===== config.mk =====
export PLATFORM = sky130hd
export DESIGN_NAME = pin_change_interrupt
export DESIGN_NICKNAME = d
export VERILOG_FILES = /design/src/shared/pin_irq_pkg.sv /design/src/hdl/pin_sync.sv /design/src/hdl/pin_change_interrupt.sv
export SDC_FILE = /design/constraint.sdc
export NUM_CORES = 1
export LEC_CHECK = 0
export BUFFER_PORTS_ARGS = -buffer_cell sky130_fd_sc_hd__buf_2
export CAP_MARGIN = 5
export CORE_UTILIZATION = 60
export DETAILED_ROUTE_END_ITERATION = 10
export PLACE_DENSITY = 0.85
export SYNTH_ARGS = -nofsm -noshare
export SYNTH_HDL_FRONTEND = slang
export SYNTH_SLANG_ARGS = --single-unit
export TNS_END_PERCENT = 50

===== constraint.sdc =====
create_clock -name mclk_i -period 3 [get_ports mclk_i]
set_input_delay 0.3 -clock mclk_i [delete_from_list [all_inputs] [get_ports mclk_i]]
set_output_delay 0.3 -clock mclk_i [all_outputs]
set_load 0.05 [all_outputs]

===== src/shared/pin_irq_pkg.sv =====
package pin_irq_pkg;

  localparam int NUM_CH    = 8;
  localparam int NUM_PORTS = 4;
  localparam int ADDR_W    = 12;
  localparam int DATA_W    = 32;
  localparam int REG_W     = 8;
  localparam int SYNC_W    = NUM_CH * NUM_PORTS;

  // register indices; byte address is four times the index
  localparam logic [9:0] CONTROL_IDX     = 10'h0E9;
  localparam logic [9:0] FALL_EN_IDX     = 10'h0EA;
  localparam logic [9:0] RISE_EN_IDX     = 10'h0EB;
  localparam logic [9:0] FLAGS_IDX       = 10'h0EC;
  localparam logic [9:0] IRQ_STATUS_IDX  = 10'h0F0;
  localparam logic [9:0] IRQ_CLEAR_IDX   = 10'h0F1;
  localparam logic [9:0] IRQ_ENABLE_IDX  = 10'h0F2;

  localparam logic [7:0] CONTROL_RST     = 8'h00;
  localparam logic [7:0] FALL_EN_RST     = 8'h00;
  localparam logic [7:0] RISE_EN_RST     = 8'h00;
  localparam logic [7:0] FLAGS_RST       = 8'h00;
  localparam logic [7:0] IRQ_STATUS_RST  = 8'h00;
  localparam logic [7:0] IRQ_ENABLE_RST  = 8'h00;
  localparam logic [31:0] READ_ZERO      = 32'h0000_0000;
  localparam logic [31:0] SYNC_RST       = 32'hFFFF_FFFF;

  // channel type: 0 level, 1 edge
  localparam logic TYPE_LEVEL = 1'b0;
  localparam logic TYPE_EDGE  = 1'b1;

  typedef struct packed {
    logic       type_sel_ch6_ch7;
    logic       type_sel_ch4_ch5;
    logic [3:0] channel_type_sel;
    logic [1:0] port_select;
  } channel_control_s;

  typedef struct packed {
    logic              read;
    logic              write;
    logic [ADDR_W-1:0] address;
    logic [3:0]        byteenable;
    logic [DATA_W-1:0] writedata;
  } avl_req_s;

  typedef enum logic [0:0] {
    BUS_IDLE = 1'b0,
    BUS_ACK  = 1'b1
  } bus_state_e;

endpackage : pin_irq_pkg


===== src/hdl/pin_sync.sv =====
`timescale 1ns/1ns
`default_nettype none

module pin_sync #(
  parameter int               WIDTH   = 32,
  parameter logic [WIDTH-1:0] RST_VAL = '0
) (
  input  wire logic             mclk_i,
  input  wire logic             rst_b_i,
  input  wire logic             ce_i,
  input  wire logic [WIDTH-1:0] async_i,
  output logic      [WIDTH-1:0] sync_o
);

  logic [WIDTH-1:0] meta_reg;
  logic [WIDTH-1:0] meta_next;
  logic [WIDTH-1:0] sync_reg;
  logic [WIDTH-1:0] sync_next;

  always_comb
  begin
    meta_next = ce_i ? async_i : meta_reg;
    sync_next = ce_i ? meta_reg : sync_reg;
  end

  always_ff @(posedge mclk_i or negedge rst_b_i)
  begin
    if (!rst_b_i)
    begin
      meta_reg <= RST_VAL;
      sync_reg <= RST_VAL;
    end
    else
    begin
      meta_reg <= meta_next;
      sync_reg <= sync_next;
    end
  end

  assign sync_o = sync_reg;

endmodule : pin_sync

`default_nettype wire


===== src/hdl/pin_change_interrupt.sv =====
// The Avalon-MM register port is this design's own decision.
`timescale 1ns/1ns
`default_nettype none

module pin_change_interrupt (
  input  wire logic                                 mclk_i,
  input  wire logic                                 rst_b_i,
  input  wire logic                                 ce_i,
  input  wire pin_irq_pkg::avl_req_s                avl_i,
  output logic                                      avl_waitrequest_o,
  output logic [pin_irq_pkg::DATA_W-1:0]            avl_readdata_o,
  input  wire logic [pin_irq_pkg::SYNC_W-1:0]       port_pins_i,
  output logic                                      cpu_req_o,
  output logic                                      irq_o,
  output logic                                      wake_o
);

  import pin_irq_pkg::*;

  bus_state_e        bus_state_reg;
  bus_state_e        bus_state_next;
  logic [DATA_W-1:0] readdata_reg;
  logic [DATA_W-1:0] readdata_next;

  channel_control_s  channel_control_reg;
  channel_control_s  channel_control_next;
  logic [REG_W-1:0]  negative_polarity_enables_reg;
  logic [REG_W-1:0]  negative_polarity_enables_next;
  logic [REG_W-1:0]  positive_polarity_enables_reg;
  logic [REG_W-1:0]  positive_polarity_enables_next;
  logic [REG_W-1:0]  channel_flags_reg;
  logic [REG_W-1:0]  channel_flags_next;
  logic [REG_W-1:0]  irq_status_reg;
  logic [REG_W-1:0]  irq_status_next;
  logic [REG_W-1:0]  irq_enable_reg;
  logic [REG_W-1:0]  irq_enable_next;
  logic [REG_W-1:0]  prev_sample_reg;
  logic [REG_W-1:0]  prev_sample_next;

  logic [SYNC_W-1:0] pins_sync;
  logic [REG_W-1:0]  sel_sync;
  logic [REG_W-1:0]  sel_raw;
  logic [REG_W-1:0]  channel_type;
  logic [REG_W-1:0]  rise_seen;
  logic [REG_W-1:0]  fall_seen;
  logic [REG_W-1:0]  edge_hit;
  logic [REG_W-1:0]  flag_wr_mask;
  logic [REG_W-1:0]  clear_mask;
  logic [REG_W-1:0]  wake_hit;
  logic [9:0]        word_idx;
  logic              req;
  logic              done;
  logic              wr_en;
  logic              wr_control;
  logic              wr_fall_en;
  logic              wr_rise_en;
  logic              wr_flags;
  logic              wr_clear;
  logic              wr_irq_en;

  // two-stage synchroniser
  // pins idle high, so the synchroniser resets to that level
  pin_sync #(
    .WIDTH   (SYNC_W),
    .RST_VAL (SYNC_RST)
  ) pin_sync_inst (
    .mclk_i  (mclk_i),
    .rst_b_i (rst_b_i),
    .ce_i    (ce_i),
    .async_i (port_pins_i),
    .sync_o  (pins_sync)
  );

  always_comb
  begin
    case (channel_control_reg.port_select)
      2'h0:    sel_sync = pins_sync[7:0];
      2'h1:    sel_sync = pins_sync[15:8];
      2'h2:    sel_sync = pins_sync[23:16];
      2'h3:    sel_sync = pins_sync[31:24];
      default: sel_sync = pins_sync[7:0];
    endcase
  end

  // raw selected pins feed only the clockless wake path
  always_comb
  begin
    case (channel_control_reg.port_select)
      2'h0:    sel_raw = port_pins_i[7:0];
      2'h1:    sel_raw = port_pins_i[15:8];
      2'h2:    sel_raw = port_pins_i[23:16];
      2'h3:    sel_raw = port_pins_i[31:24];
      default: sel_raw = port_pins_i[7:0];
    endcase
  end

  // expand type bits, ch4/ch5 and ch6/ch7 pairs share one bit each
  assign channel_type = {channel_control_reg.type_sel_ch6_ch7,
                         channel_control_reg.type_sel_ch6_ch7,
                         channel_control_reg.type_sel_ch4_ch5,
                         channel_control_reg.type_sel_ch4_ch5,
                         channel_control_reg.channel_type_sel};

  assign rise_seen = sel_sync & ~prev_sample_reg;
  assign fall_seen = ~sel_sync & prev_sample_reg;
  assign prev_sample_next = ce_i ? sel_sync : prev_sample_reg;

  // bus handshake: one wait cycle, answer on the second
  assign req      = avl_i.read | avl_i.write;
  assign word_idx = avl_i.address[ADDR_W-1:2];
  assign done     = req & (bus_state_reg == BUS_ACK) & ce_i;
  assign wr_en    = done & avl_i.write & avl_i.byteenable[0];
  assign avl_waitrequest_o = req & ~done;
  assign avl_readdata_o    = readdata_reg;

  always_comb
  begin
    bus_state_next = bus_state_reg;
    readdata_next  = readdata_reg;
    if (ce_i)
    begin
      case (bus_state_reg)
        BUS_IDLE:
        begin
          if (req)
          begin
            bus_state_next = BUS_ACK;
            // capture now so the data stand while waitrequest is low
            case (word_idx)
              CONTROL_IDX:    readdata_next = {24'h000000, channel_control_reg};
              FALL_EN_IDX:    readdata_next = {24'h000000, negative_polarity_enables_reg};
              RISE_EN_IDX:    readdata_next = {24'h000000, positive_polarity_enables_reg};
              FLAGS_IDX:      readdata_next = {24'h000000, channel_flags_reg};
              IRQ_STATUS_IDX: readdata_next = {24'h000000, irq_status_reg};
              IRQ_ENABLE_IDX: readdata_next = {24'h000000, irq_enable_reg};
              default:        readdata_next = READ_ZERO;
            endcase
          end
        end
        BUS_ACK:
        begin
          bus_state_next = BUS_IDLE;
        end
        default:
        begin
          bus_state_next = BUS_IDLE;
        end
      endcase
    end
  end

  always_ff @(posedge mclk_i or negedge rst_b_i)
  begin
    if (!rst_b_i)
    begin
      bus_state_reg <= BUS_IDLE;
      readdata_reg  <= READ_ZERO;
    end
    else
    begin
      bus_state_reg <= bus_state_next;
      readdata_reg  <= readdata_next;
    end
  end

  // configuration registers
  always_comb
  begin
    channel_control_next           = channel_control_reg;
    negative_polarity_enables_next = negative_polarity_enables_reg;
    positive_polarity_enables_next = positive_polarity_enables_reg;
    irq_enable_next                = irq_enable_reg;
    if (wr_control)
      channel_control_next = channel_control_s'(avl_i.writedata[7:0]);
    if (wr_fall_en)
      negative_polarity_enables_next = avl_i.writedata[7:0];
    if (wr_rise_en)
      positive_polarity_enables_next = avl_i.writedata[7:0];
    if (wr_irq_en)
      irq_enable_next = avl_i.writedata[7:0];
  end

  // one write strobe per register except IRQ status, only on the answering edge
  always_comb
  begin
    wr_control = 1'b0;
    wr_fall_en = 1'b0;
    wr_rise_en = 1'b0;
    wr_flags   = 1'b0;
    wr_clear   = 1'b0;
    wr_irq_en  = 1'b0;
    if (wr_en)
    begin
      case (word_idx)
        CONTROL_IDX:    wr_control = 1'b1;
        FALL_EN_IDX:    wr_fall_en = 1'b1;
        RISE_EN_IDX:    wr_rise_en = 1'b1;
        FLAGS_IDX:      wr_flags   = 1'b1;
        IRQ_CLEAR_IDX:  wr_clear   = 1'b1;
        IRQ_ENABLE_IDX: wr_irq_en  = 1'b1;
        default:        wr_control = 1'b0;
      endcase
    end
  end

  // writing 0 to an edge flag bit clears it; writing 1 leaves it
  assign flag_wr_mask = wr_flags ? ~avl_i.writedata[7:0] : 8'h00;
  assign clear_mask   = wr_clear ? avl_i.writedata[7:0] : 8'h00;

  genvar ch;
  generate
    for (ch = 0; ch < NUM_CH; ch++)
    begin : g_ch
      logic flag_next;
      logic status_next;

      assign edge_hit[ch] = (rise_seen[ch] & positive_polarity_enables_reg[ch])
                          | (fall_seen[ch] & negative_polarity_enables_reg[ch]);

      // clockless detection of enabled pin conditions
      assign wake_hit[ch] = (channel_type[ch] == TYPE_LEVEL)
        ? ((~sel_raw[ch] & negative_polarity_enables_reg[ch])
         | (sel_raw[ch] & positive_polarity_enables_reg[ch]))
        : ((~sel_raw[ch] & prev_sample_reg[ch] & negative_polarity_enables_reg[ch])
         | (sel_raw[ch] & ~prev_sample_reg[ch] & positive_polarity_enables_reg[ch]));

      always_comb
      begin
        flag_next   = channel_flags_reg[ch];
        status_next = irq_status_reg[ch];
        if (ce_i)
        begin
          if (channel_type[ch] == TYPE_LEVEL)
          begin
            flag_next = ~sel_sync[ch];
          end
          else
          begin
            // sticky edge flag, set beats clear
            flag_next = edge_hit[ch] | (channel_flags_reg[ch] & ~flag_wr_mask[ch]);
          end
          // status sticky, set beats clear
          status_next = channel_flags_reg[ch] | (irq_status_reg[ch] & ~clear_mask[ch]);
        end
      end

      // each channel owns one bit of the shared next-value vectors
      assign channel_flags_next[ch] = flag_next;
      assign irq_status_next[ch]    = status_next;
    end
  endgenerate

  always_ff @(posedge mclk_i or negedge rst_b_i)
  begin
    if (!rst_b_i)
    begin
      channel_control_reg           <= channel_control_s'(CONTROL_RST);
      negative_polarity_enables_reg <= FALL_EN_RST;
      positive_polarity_enables_reg <= RISE_EN_RST;
      channel_flags_reg             <= FLAGS_RST;
      irq_status_reg                <= IRQ_STATUS_RST;
      irq_enable_reg                <= IRQ_ENABLE_RST;
      // previous sample starts at the idle pin level, so no false edge
      prev_sample_reg               <= SYNC_RST[REG_W-1:0];
    end
    else
    begin
      channel_control_reg           <= channel_control_next;
      negative_polarity_enables_reg <= negative_polarity_enables_next;
      positive_polarity_enables_reg <= positive_polarity_enables_next;
      channel_flags_reg             <= channel_flags_next;
      irq_status_reg                <= irq_status_next;
      irq_enable_reg                <= irq_enable_next;
      prev_sample_reg               <= prev_sample_next;
    end
  end

  assign cpu_req_o = |(channel_flags_reg & (negative_polarity_enables_reg | positive_polarity_enables_reg));
  assign irq_o     = |(irq_status_reg & irq_enable_reg);
  // raw-pin path may glitch; treat wake_o as a wake strobe only
  assign wake_o    = |wake_hit;

endmodule : pin_change_interrupt

`default_nettype wire


# Yosys cells after proc, flatten, opt, wreduce, memory -nomap -nowiden
# Cells that the tools add are included.
# op_classes
n_bitwise	176
n_eq_ne	10
mux	35
reduce_logical	5
# op_table
op	n
1-bit AND	85
10-bit by 8-bit equality test with 1-bit output (second input constant)	7
8-bit case mux with 4 select lines	2
8-bit case mux with 6 select lines	1
1-bit NOT	42
1-bit OR	41
8-bit AND	4
1-bit two-way mux	29
8-bit NOT	3
8-bit OR reduction	3
8-bit two-way mux	2
8-bit OR	1
2-bit equality test (second input constant)	2
3-bit AND reduction	1
2-bit by 1-bit equality test with 1-bit output (second input constant)	1
2-bit logical NOT	1
1-bit case mux with 2 select lines	1
# word_totals
output_inout_bits	36
in_bits	85
wordCells	240
ff_bits	153

# Logic depth before layout (Yosys ltp)
# depth
word_depth	11
ltp_mapped	8
mapped_depth_nobuf	5

# Cells and area by module
# Synthesis repeated with hierarchy kept, for this count alone.
# unflattened
cells_unflattened	514
area_unflattened_um2	6872.8
# by_module_without_submodules
module	seq_area_each_um2	instances	area_per_inst_um2	cells_each
pin_change_interrupt	1636.6	1	4113.9	379
pin_sync	1681.6	1	2758.9	135

# Worst setup path after synthesis
# No wires, ideal clock.
# synth_path
path_type	reg-to-output
startpoint	register channel_control_reg[0] (netlist bit)
endpoint	output port wake_o
arrival_ps	2030
n_path_buf	1
setup_slack_ps	670
t_required_ps	2700
stages_incl_launch_ff	7
cell_sequence	dfrtp_1 -> clkbuf_1 -> mux4_2 -> xnor2_1 -> a21oi_1 -> nor4_1 -> nand2_1
# synth_via
elab_chain_len	8
word_cells_on_any_way	86
cone_classes	3 x eq/ne; 9 x mux; 72 x bitwise; 2 x reduce/logical
# synth_rtl
item	line	source
from (decl)	pin_change_interrupt.sv:25	channel_control_s channel_control_reg;
from (signal assigned)	pin_change_interrupt.sv:257	channel_control_reg <= channel_control_s'(CONTROL_RST);
from (signal assigned)	pin_change_interrupt.sv:268	channel_control_reg <= channel_control_next;
2-bit equality test, or another cell as far along	pin_change_interrupt.sv:88	case (channel_control_reg.port_select)
8-bit case mux with 4 select lines *	pin_change_interrupt.sv:88	
1-bit NOT	pin_change_interrupt.sv:222, pin_change_interrupt.sv:224	
1-bit AND (2 in series)	pin_change_interrupt.sv:224	: ((~sel_raw[ch] & prev_sample_reg[ch] & negative_polarity_enables_reg[ch])
1-bit OR	pin_change_interrupt.sv:225	| (sel_raw[ch] & ~prev_sample_reg[ch] & positive_polarity_enables_reg[ch]));
1-bit two-way mux	pin_change_interrupt.sv:222	? ((~sel_raw[ch] & negative_polarity_enables_reg[ch])
8-bit OR reduction *	pin_change_interrupt.sv:281	assign wake_o = |wake_hit;
to (decl)	pin_change_interrupt.sv:15	output logic wake_o
# Mark *: on every way between the ends. The rest lies on a longest branch, timed or not.

# Final worst setup path
# Ends and elaborated chain as after synthesis.

==> run_results.csv <==
group,metric,value,unit
die,die_area,0.01126,mm²
synth,yosysTopAreaCellShare,29.09,%
synth,synth_commonest_cells,"mux2_2 (108), dfstp_2 (72), dfrtp_1 (57)",
finish,nNetsFinal,642,
die,start_util,62.43,%
global_route,grt_pass1_wl,23.66,mm
outcome,outcome,"finished, final reports clean",
hold_path,hold_class,"primary input to flip-flop",
hold_path,worstHoldPathCells,2,
setup_path,setup.worst_path.end_class,"output port",
setup_path,cp.buffers_inverters,1,
synth,synth.most_common_cell,"mux2_2",
setup_path,reg2regPathDepth,5,
drt,post_drt_wl_per_cell,20.21,µm
synth,synth-edff-count,0,
setup_path,cp_top_family,"multiplexers",
cts,cts_tree,"done",
sta,max_slew.worst_pin.slew,0.9482,ns
drt,drc,0,
die,io_pins,121,
drt,vias_per_cell,6.146,
place,portBuffers,67,
setup_path,cp_cell_sequence,"mux4_2 -> xnor2_1 -> a21oi_1 -> nor4_1 -> nand2_1 -> buf_2",
finish,drive_above_1_share,57.02,%
global_route,grt.overflow.total,0,
synth,ys_top_cells_by_area,"dfstp_2 (29%), dfrtp_1 (22%), mux2_2 (19%), mux4_2 (5.5%), a22o_1 (3.2%)",
place,place_congestion,0.8400,
synth,ys_seq_elements,129,
drt,drt-initial-drc-count,243,
sta,setup_viol,0,
cts,clock_latency,0.52,ns
power,power.leakage,3.260,nW
cts,clk_path_buf_depth,2,
synth,ys_types,44,
finish,fill_cells,687,
setup_path,cpMaxStageDelayCell,"mux4_2",
die,fp.dieH,106.1,µm
sta,finClkSkew,0.008949,ns
global_route,track_usage,27.58,%
sta,finalSetupTns,0,ns
synth,syn_area_per_cell,13.52,µm²
power,p_per_area,633.7,mW/mm²
power,power,4.765,mW
synth,ys.flop_type,"dfstp_2",
finish,seqCellArea,0.003321,mm²
hold_path,min_from,"port_pins_i[11]",
cts,cts_sinks,129,
place,placed_cell_area,0.006889,mm²
cts,cts.clk_slew.worst_paths,0.06,ns
drt,finalWirelength,14.27,mm
setup_path,crit_required,2.70,ns
setup_path,critPathKind,"flip-flop to output port",
global_route,grt_max_degree,79,
cts,htree_levels,4,
setup_path,rr_startpoint,"bus_state_reg",
setup_path,critPathLaunchType,"flip-flop",
finish,design_area,0.007520,mm²
synth,async_flop_share,100.0,%
sta,fin_crit_sh,98.80,%
sta,slew_headroom,36.79,%
synth,yosysTopAreaCell,"dfstp_2",
place,dpl.hpwl,9.512,mm
finish,area_growth_syn_to_layout,15.64,%
sta,timing.final.hold_violations,0,
die,die_w,106.1,µm
synth,yosysWarnings,0,
finish,multi_input_area,0.002965,mm²
drt,vias,4339,
synth,ys_seq_area_share,51.03,%
finish,n_antenna_cell,0,
drt,drtAntennaViolNets,0,
cts,root_buffer,"clkbuf_8",
global_route,antenna_found_initial,0,
hold_path,hold_path_end,"pin_sync_inst.meta_reg[11]",
synth,netlist_instances,481,
setup_path,cp_max_fo,8,
sta,drv_slew,0,
die,core,0.01042,mm²
global_route,grt_pass1_vias,4521,
power,ir_worst_vdd,439.3,µV
sta,min_period,2.964,ns
die,row_count,37,
setup_path,max_stage_delay,0.60,ns
cts,cts_buffers,17,
sta,fmax,337.4,MHz
setup_path,cp.arrival,2.66,ns
sta,rsz0062_at_grt,"false",
setup_path,rr_endpoint,"channel_flags_reg[0]",
job,max_cap_violations,0,
drt,drtPass1Iterations,5,
setup_path,r2r_setup_slack,0.81,ns
synth,synthesis.area,0.006502,mm²
==> layout by cell type (no fill, tap or decap), drive strengths merged, types with 5 or more instances in the layout <==
cell / instances
a21oi: 9
mux4: 16
buf: 84
dfrtp: 57
nand4: 5
dfstp: 72
o21a: 7
a22o: 24
nand2: 19
mux2i: 16
clkbuf: 21
mux2: 110
a21boi: 8
clkinv: 6
xnor2: 8
a22oi: 10
o21ai: 25
conb: 24
o211ai: 6
nand4b: 11
==> logic make-up (layout without fill, tap and decap cells) <==
kind of cell | Yosys count | in the layout | share of synthesized area (%)
flip-flops | 129 | 129 | 51.03
AO/OA/AOI/OAI | 93 | 93 | 10.37
multiplexers | 142 | 142 | 27.05
buffers and inverters | 52 | 118 | 4.791
AND/OR/NAND/NOR | 56 | 56 | 5.619
other | 1 | 24 | 0.05767
XOR/XNOR | 8 | 8 | 1.078
==> power by group <==
part	internal [mW]	total, mW	switching (mW)
registers	2.01	2.13	0.120
clock network	1.24	2.00	0.760
logic	0.265	0.638	0.373
total	3.51	4.77	1.25
==> final cells by class <==
type / instances / share of cell area [%]
multi-input combinational: 323 / 39.43
clock inverter: 11 / 1.697
timing repair buffer: 85 / 6.406
clock buffer: 21 / 5.990
sequential: 129 / 44.16
inverter: 1 / 0.04992
tap: 136 / 2.263
==> metal layers <==
metal / vias to the layer above / global-route usage (%) / wire length, µm
li1: 1928 / - / -
met1: 2212 / 35.73 / 6028
met2: 172 / 45.45 / 7225
met3: 27 / 6.131 / 785
met4: 0 / 10.42 / 227
met5: - / 0 / 0
==> through the flow <==
| step | setup WS (ns) | utilization [%] | instances | hold WS (ns) |
|---|---|---|---|---|
| 3_3_place_gp | 0.3529 | 66.14 | 669 | 0.4184 |
| 4_1_cts | 0.02714 | 71.87 | 702 | 0.01542 |
| 5_1_grt | 0.01563 | 72.19 | 706 | 0.01013 |
| 3_5_place_dp | 0.3490 | 66.14 | 669 | 0.4343 |
| 2_1_floorplan | 0.6701 | - | 504 | 0.004409 |
| 6_report | 0.03598 | 72.19 | 706 | 0.02388 |
==> how the worst max path moves through the flow <==
stage | from | to | slack (ns) | depth (start not counted)
2_1_floorplan | channel_control_reg[0] | wake_o | 0.67 | 6
3_3_place_gp | channel_control_reg[0] | wake_o | 0.35 | 7
3_5_place_dp | channel_control_reg[0] | wake_o | 0.35 | 7
4_1_cts | channel_control_reg[0] | wake_o | 0.03 | 7
5_1_grt | channel_control_reg[0] | wake_o | 0.02 | 6
6_report | channel_control_reg[0] | wake_o | 0.04 | 6
==> what timing repair did <==
action,CTS,global route
buffers inserted,0,4
hold buffers,1,0
gates resized for setup,3,1
setup endpoints to repair,1,1
hold endpoints to repair,16,0
No activity file was read; power rests on OpenSTA's default activity.
